## src/cpls_pkg.sv

```systemverilog
package cpls_pkg;

    localparam int unsigned ADDR_W     = 4;
    localparam int unsigned DATA_W     = 32;
    localparam int unsigned BE_W       = 4;

    localparam logic [3:0]  OFS_ALU_STATUS_WORD    = 4'h0;
    localparam logic [3:0]  OFS_CPU_CORE_CONTROL   = 4'h4;
    localparam logic [3:0]  OFS_FIRST_INT_CONTROL  = 4'h8;

    localparam int unsigned FIELD_LSB  = 5;
    localparam int unsigned FIELD_MSB  = 7;
    localparam int unsigned EXT_POS    = 3;
    localparam int unsigned NEST_POS   = 15;
    localparam int unsigned FIELD_BE   = 0;
    localparam int unsigned EXT_BE     = 0;
    localparam int unsigned NEST_BE    = 1;

    localparam logic [2:0]  FIELD_RST  = 3'h0;
    localparam logic        EXT_RST    = 1'b0;
    localparam logic        NEST_RST   = 1'b0;
    localparam logic [2:0]  FIELD_TOP  = 3'h7;
    localparam logic [3:0]  LEVEL_BASE_MAX = 4'h7;
    localparam logic [31:0] RDATA_RST  = 32'h0000_0000;

    typedef struct packed {
        logic       ext;
        logic [2:0] field;
    } cpls_level_s;

    typedef struct packed {
        logic              read;
        logic              write;
        logic [ADDR_W-1:0] address;
        logic [BE_W-1:0]   byteenable;
        logic [DATA_W-1:0] writedata;
    } cpls_req_s;

endpackage

```

## src/cpls_core.sv

```systemverilog
// The Avalon-MM interface to the registers and the placing of the registers were decided locally.
`timescale 1ns/1ps
`default_nettype none

// Notes on behaviour
// - Priority level field sits in status word bits 7:5, codes 0..7.
// - Field at 111 blocks every user interrupt source.
// - Extension bit 3 of core control sits above the field, giving levels 8..15.
// - While nesting disable is 1, software writes to the field are ignored.
// - Unimplemented bits of all three registers read zero and ignore writes.
// - Extension bit set only for levels above 7; software may clear, never set it.
module cpls_core
    import cpls_pkg::*;
(
    input  wire logic              mclk,
    input  wire logic              rst_b,
    input  wire logic [ADDR_W-1:0] avs_address,
    input  wire logic              avs_read,
    input  wire logic              avs_write,
    input  wire logic [BE_W-1:0]   avs_byteenable,
    input  wire logic [DATA_W-1:0] avs_writedata,
    output logic      [DATA_W-1:0] avs_readdata,
    output logic                   avs_waitrequest,
    input  wire logic              level_load,
    input  wire logic [3:0]        level_load_val,
    output cpls_level_s            cpu_level,
    output logic                   user_irq_block
);

    cpls_req_s   req;
    cpls_level_s level_r;
    cpls_level_s level_nxt;
    logic        nest_dis_r;
    logic        wait_r;
    logic [DATA_W-1:0] rdata_r;
    logic        block_r;
    logic        wr_go;
    logic        wr_sr;
    logic        wr_cc;
    logic        wr_ic;

    function automatic logic [DATA_W-1:0] read_mux(
        input logic [ADDR_W-1:0] addr,
        input cpls_level_s       lvl,
        input logic              nest
    );
        logic [DATA_W-1:0] d;
        d = '0;
        unique case (addr)
            OFS_ALU_STATUS_WORD:   d[FIELD_MSB:FIELD_LSB] = lvl.field;
            OFS_CPU_CORE_CONTROL:  d[EXT_POS]  = lvl.ext;
            OFS_FIRST_INT_CONTROL: d[NEST_POS] = nest;
            default:               d = '0;
        endcase
        return d;
    endfunction

    assign req.read       = avs_read;
    assign req.write      = avs_write;
    assign req.address    = avs_address;
    assign req.byteenable = avs_byteenable;
    assign req.writedata  = avs_writedata;

    // The access completes at the edge where waitrequest is low; one wait cycle
    // keeps read data registered without a combinational path to the bus.
    assign wr_go = req.write && !wait_r;
    assign wr_sr = wr_go && (req.address == OFS_ALU_STATUS_WORD) && req.byteenable[FIELD_BE];
    assign wr_cc = wr_go && (req.address == OFS_CPU_CORE_CONTROL) && req.byteenable[EXT_BE];
    assign wr_ic = wr_go && (req.address == OFS_FIRST_INT_CONTROL) && req.byteenable[NEST_BE];

    always_ff @(posedge mclk or negedge rst_b)
    begin
        if (!rst_b)
        begin
            wait_r <= 1'b1;
        end
        else if ((req.read || req.write) && wait_r)
        begin
            wait_r <= 1'b0;
        end
        else
        begin
            wait_r <= 1'b1;
        end
    end

    always_ff @(posedge mclk or negedge rst_b)
    begin
        if (!rst_b)
        begin
            rdata_r <= RDATA_RST;
        end
        else if (req.read && wait_r)
        begin
            rdata_r <= read_mux(req.address, level_r, nest_dis_r);
        end
    end

    // A level loaded by the core on exception entry or return wins over a
    // software write in the same cycle, since the core must never lose a level.
    always_comb
    begin
        level_nxt = level_r;
        if (level_load)
        begin
            level_nxt.field = level_load_val[2:0];
            level_nxt.ext   = (level_load_val > LEVEL_BASE_MAX);
        end
        else
        begin
            if (wr_sr && !nest_dis_r)
            begin
                level_nxt.field = req.writedata[FIELD_MSB:FIELD_LSB];
            end
            if (wr_cc && !req.writedata[EXT_POS])
            begin
                level_nxt.ext = 1'b0;
            end
        end
    end

    always_ff @(posedge mclk or negedge rst_b)
    begin
        if (!rst_b)
        begin
            level_r.field <= FIELD_RST;
            level_r.ext   <= EXT_RST;
        end
        else
        begin
            level_r <= level_nxt;
        end
    end

    always_ff @(posedge mclk or negedge rst_b)
    begin
        if (!rst_b)
        begin
            nest_dis_r <= NEST_RST;
        end
        else if (wr_ic)
        begin
            nest_dis_r <= req.writedata[NEST_POS];
        end
    end

    // Levels 8 and up also shut out user sources, which can only reach 7.
    always_ff @(posedge mclk or negedge rst_b)
    begin
        if (!rst_b)
        begin
            block_r <= 1'b0;
        end
        else
        begin
            block_r <= (level_nxt.field == FIELD_TOP) || level_nxt.ext;
        end
    end

    assign avs_readdata    = rdata_r;
    assign avs_waitrequest = wait_r;
    assign cpu_level       = level_r;
    assign user_irq_block  = block_r;

endmodule

`default_nettype wire

```

## config.mk

```make
export PLATFORM = sky130hd
export DESIGN_NAME = cpls_core
export DESIGN_NICKNAME = d
export VERILOG_FILES = /design/src/cpls_pkg.sv /design/src/cpls_core.sv
export SDC_FILE = /design/constraint.sdc
export NUM_CORES = 1
export LEC_CHECK = 0
export BUFFER_PORTS_ARGS = -buffer_cell sky130_fd_sc_hd__clkbuf_2
export CORE_AREA = 2 2 50 52
export CTS_CLUSTER_SIZE = 24
export DETAILED_ROUTE_END_ITERATION = 6
export DIE_AREA = 0 0 52 54
export GPL_ROUTABILITY_DRIVEN = 0
export MAX_ROUTING_LAYER = met4
export PLACE_DENSITY = 0.9
export SLEW_MARGIN = 10
export SYNTH_ARGS = -nofsm -noshare
export SYNTH_HDL_FRONTEND = slang
export SYNTH_SLANG_ARGS = --single-unit
```

## constraint.sdc

```tcl
create_clock -name mclk -period 4.4 [get_ports mclk]
set_input_delay 0.88 -clock mclk [delete_from_list [all_inputs] [get_ports mclk]]
set_output_delay 0.88 -clock mclk [all_outputs]
set_load 0.02 [all_outputs]
```

==> impl_metrics.env <==
export IMPL_nFillCells=268
export IMPL_netlist_area_sq_um=806
export IMPL_finalSetupViolCount=0
export IMPL_syn_inst=88
export IMPL_synth_seq_cells=12
export IMPL_synth_top_cell_by_area="dfrtp_1"
export IMPL_ios=87
export IMPL_cts_buffers=3
export IMPL_drc=0
export IMPL_design_area_sq_um=911
export IMPL_die_area_sq_um=2810
export IMPL_fin_nets=170
export IMPL_total_leakage_power_uw=0.000484
export IMPL_ant_nets=0
export IMPL_skew_ps=1.58
export IMPL_post_synth_top_count_cell="buf_4"
export IMPL_synth_area_leaders="dfrtp_1 (34%), buf_4 (25%), nand2_1 (4.7%)"
export IMPL_grt_antenna_before_repair=0
export IMPL_core_sq_um=2320
export IMPL_numPortBuffers=30
export IMPL_overflow=0
export IMPL_fin_cells=150
export IMPL_grt_pass1_wl_mm=2.43
export IMPL_avgSynthCellArea_sq_um=9.16
export IMPL_cts_tree="built"
export IMPL_grt_pass1_vias=577
export IMPL_die_y_um=54
export IMPL_clock_latency_ps=260
export IMPL_cp_arrival_ps=2510
export IMPL_clockPowerShare_pct=25.8
export IMPL_ir_drop_v=0.000117
export IMPL_status="completed"
export IMPL_area_growth_pct=13.0
export IMPL_rows=18
export IMPL_power_internal_uw=175
export IMPL_min_path_type="flop to flop"
export IMPL_worst_setup_path_type="input port to flop"
export IMPL_wire_per_inst_um=10.4
export IMPL_fin_crit_ps=2330
export IMPL_regArea_sq_um=302
export IMPL_drive_gt1_share_pct=34.2
export IMPL_seqPwrFrac_pct=47.7
export IMPL_switching_share_pct=33.8
export IMPL_num_vias=633
export IMPL_synth_top_area_share_pct=34.2
export IMPL_rsz0062_at_grt="false"
export IMPL_endpoint_kind="flop"
export IMPL_grt_max_degree=13
export IMPL_postLayoutCoreUtil_pct=39.3
export IMPL_synth_edf_count=0
export IMPL_grtUsageTotal_pct=12.1
export IMPL_finalCritPeriodShare_pct=53.1
export IMPL_cts_sinks=12
export IMPL_powerDensity_nw_per_um2=291
export IMPL_tns_ps=0
export IMPL_synth_commonest_cells="buf_4 (27), dfrtp_1 (11), nand2_1 (10)"
export IMPL_worst_pin_slew_ps=537
export IMPL_synth_distinct_cells=29
export IMPL_die_x_um=52
export IMPL_dpl_cell_count=146
export IMPL_initial_core_util_pct=34.7
export IMPL_fmax_mhz=428
export IMPL_cts_max_path_buffers=2
export IMPL_drv_slew=0
export IMPL_power_frac_comb_pct=26.5
export IMPL_ys_seq_area_share_pct=37.4
export IMPL_power_switching_uw=89.4
export IMPL_cp_required_ps=4570
export IMPL_clk_pin_slew_ps=70
export IMPL_ys_flop_type="dfrtp_1"
export IMPL_dpl_hpwl_mm=1.29
export IMPL_viasPerCell=4.22
export IMPL_max_cap_violations=0
export IMPL_relSlewSlack_pct=63.9
export IMPL_finalWirelength_mm=1.56
export IMPL_ys_warn_count=0
export IMPL_diodes=0
export IMPL_multi_input_area_sq_um=380
export IMPL_root_buffer="clkbuf_4"
export IMPL_placed_area_sq_um=885
export IMPL_async_flop_share_pct=100
export IMPL_hold_buffers=0
export IMPL_htree_levels=1
export IMPL_cts_resized=0
export IMPL_hold_viol=0
export IMPL_dr_first_iter_drc_count=6
export IMPL_startpoint_type="input port"
export IMPL_firstDrtPassIters=4
export IMPL_crit_path_max_fanout=4
export IMPL_postCtsSetupRepairBufs=0
## path summary, 6_finish.rpt
path	from	slack, ps	to	depth (start not counted)
max	avs_address[2]	2070	user_irq_block$_DFF_PN0_	5
min	avs_readdata[6]$_DFFE_PN0P_	480	avs_readdata[6]$_DFFE_PN0P_	2
max reg2reg	avs_waitrequest$_DFF_PN1_	2760	user_irq_block$_DFF_PN0_	4
min reg2reg	avs_readdata[6]$_DFFE_PN0P_	480	avs_readdata[6]$_DFFE_PN0P_	2
max in group asynchronous	rst_b	3630	avs_waitrequest$_DFF_PN1_	1
min in group asynchronous	rst_b	490	avs_readdata[7]$_DFFE_PN0P_	1
## placed cells by master (no fill, tap or decap)
| master | netlist | layout |
|---|---|---|
| a31o_2 | 1 | 1 |
| o311a_1 | 1 | 1 |
| o21ai_0 | 6 | 6 |
| dfrtp_1 | 11 | 11 |
| or4_4 | 1 | 1 |
| nor4_1 | 1 | 1 |
| a21oi_1 | 2 | 2 |
| clkbuf_1 | 1 | 1 |
| nand3_1 | 1 | 1 |
| o31ai_1 | 1 | 1 |
| conb_1 | 1 | 27 |
| and2_1 | 1 | 1 |
| or4b_1 | 1 | 1 |
| nand4b_1 | 1 | 1 |
| nor4b_1 | 1 | 1 |
| nor2_1 | 5 | 5 |
| nand3b_1 | 1 | 1 |
| o311ai_1 | 1 | 1 |
| mux2_2 | 1 | 1 |
| o31ai_2 | 1 | 1 |
| nand2_1 | 10 | 10 |
| or3_4 | 1 | 1 |
| dfstp_2 | 1 | 1 |
| nand2b_1 | 1 | 1 |
| a31oi_1 | 1 | 1 |
| clkbuf_4 | 0 | 3 |
| clkbuf_2 | 0 | 30 |
| inv_1 | 4 | 4 |
| or3_1 | 1 | 1 |
| mux2_4 | 2 | 2 |
## metrics by stage
| step | setup WS [ps] | power (uW) | hold slack (ps) |
|---|---|---|---|
| 2_1_floorplan | 1980 | 192 | 510 |
| 3_3_place_gp | 1810 | 197 | 472 |
| 3_5_place_dp | 1810 | 198 | 476 |
| 4_1_cts | 2060 | 267 | 490 |
| 5_1_grt | 2030 | 279 | 498 |
| 6_report | 2070 | 265 | 485 |
## layer usage
layer / routed length, um / track usage, % / vias up
li1: - / - / 310
met1: 581 / 13.1 / 282
met2: 802 / 21.5 / 41
met3: 177 / 3.06 / 0
met4: 0 / 3.95 / 0
met5: 0 / - / -
## flip-flops by register name (all words and copies together), names as in the netlist
name,count
avs_readdata,5
avs_waitrequest,1
cpu_level,4
nest_dis_r,1
user_irq_block,1
## area by class of cell
cell class                 count  area share [%]
multi-input combinational     70            41.8
sequential                    12            33.1
timing repair buffer          30            16.5
tap                           30            4.12
clock buffer                   4            2.88
inverter                       4            1.65
## power by group through the flow
stage | sequential, uW | combinational (uW) | clock, uW
global placement | 128 | 69.0 | 0
finish | 126 | 70.2 | 68.2
global route | 128 | 76.7 | 75.2
floorplan | 136 | 56.2 | 0
detailed placement | 128 | 69.9 | 0
CTS | 126 | 70.4 | 70.9
## critical path, cell delays in order
cell	delay, ps
clkbuf_2	110
or4_4	530
or3_4	420
mux2_4	320
o31ai_2	250
## cells by family (layout without fill, tap and decap cells)
| kind of cell | after synthesis | after routing | share of synthesized area, % |
|---|---|---|---|
| other cells | 1 | 27 | 0.465 |
| buf+inv | 32 | 38 | 27.5 |
| simple gates | 26 | 26 | 17.9 |
| compound gates | 14 | 14 | 11.6 |
| flops | 12 | 12 | 37.4 |
| mux | 3 | 3 | 5.12 |
No activity file was read; power rests on OpenSTA's default activity.
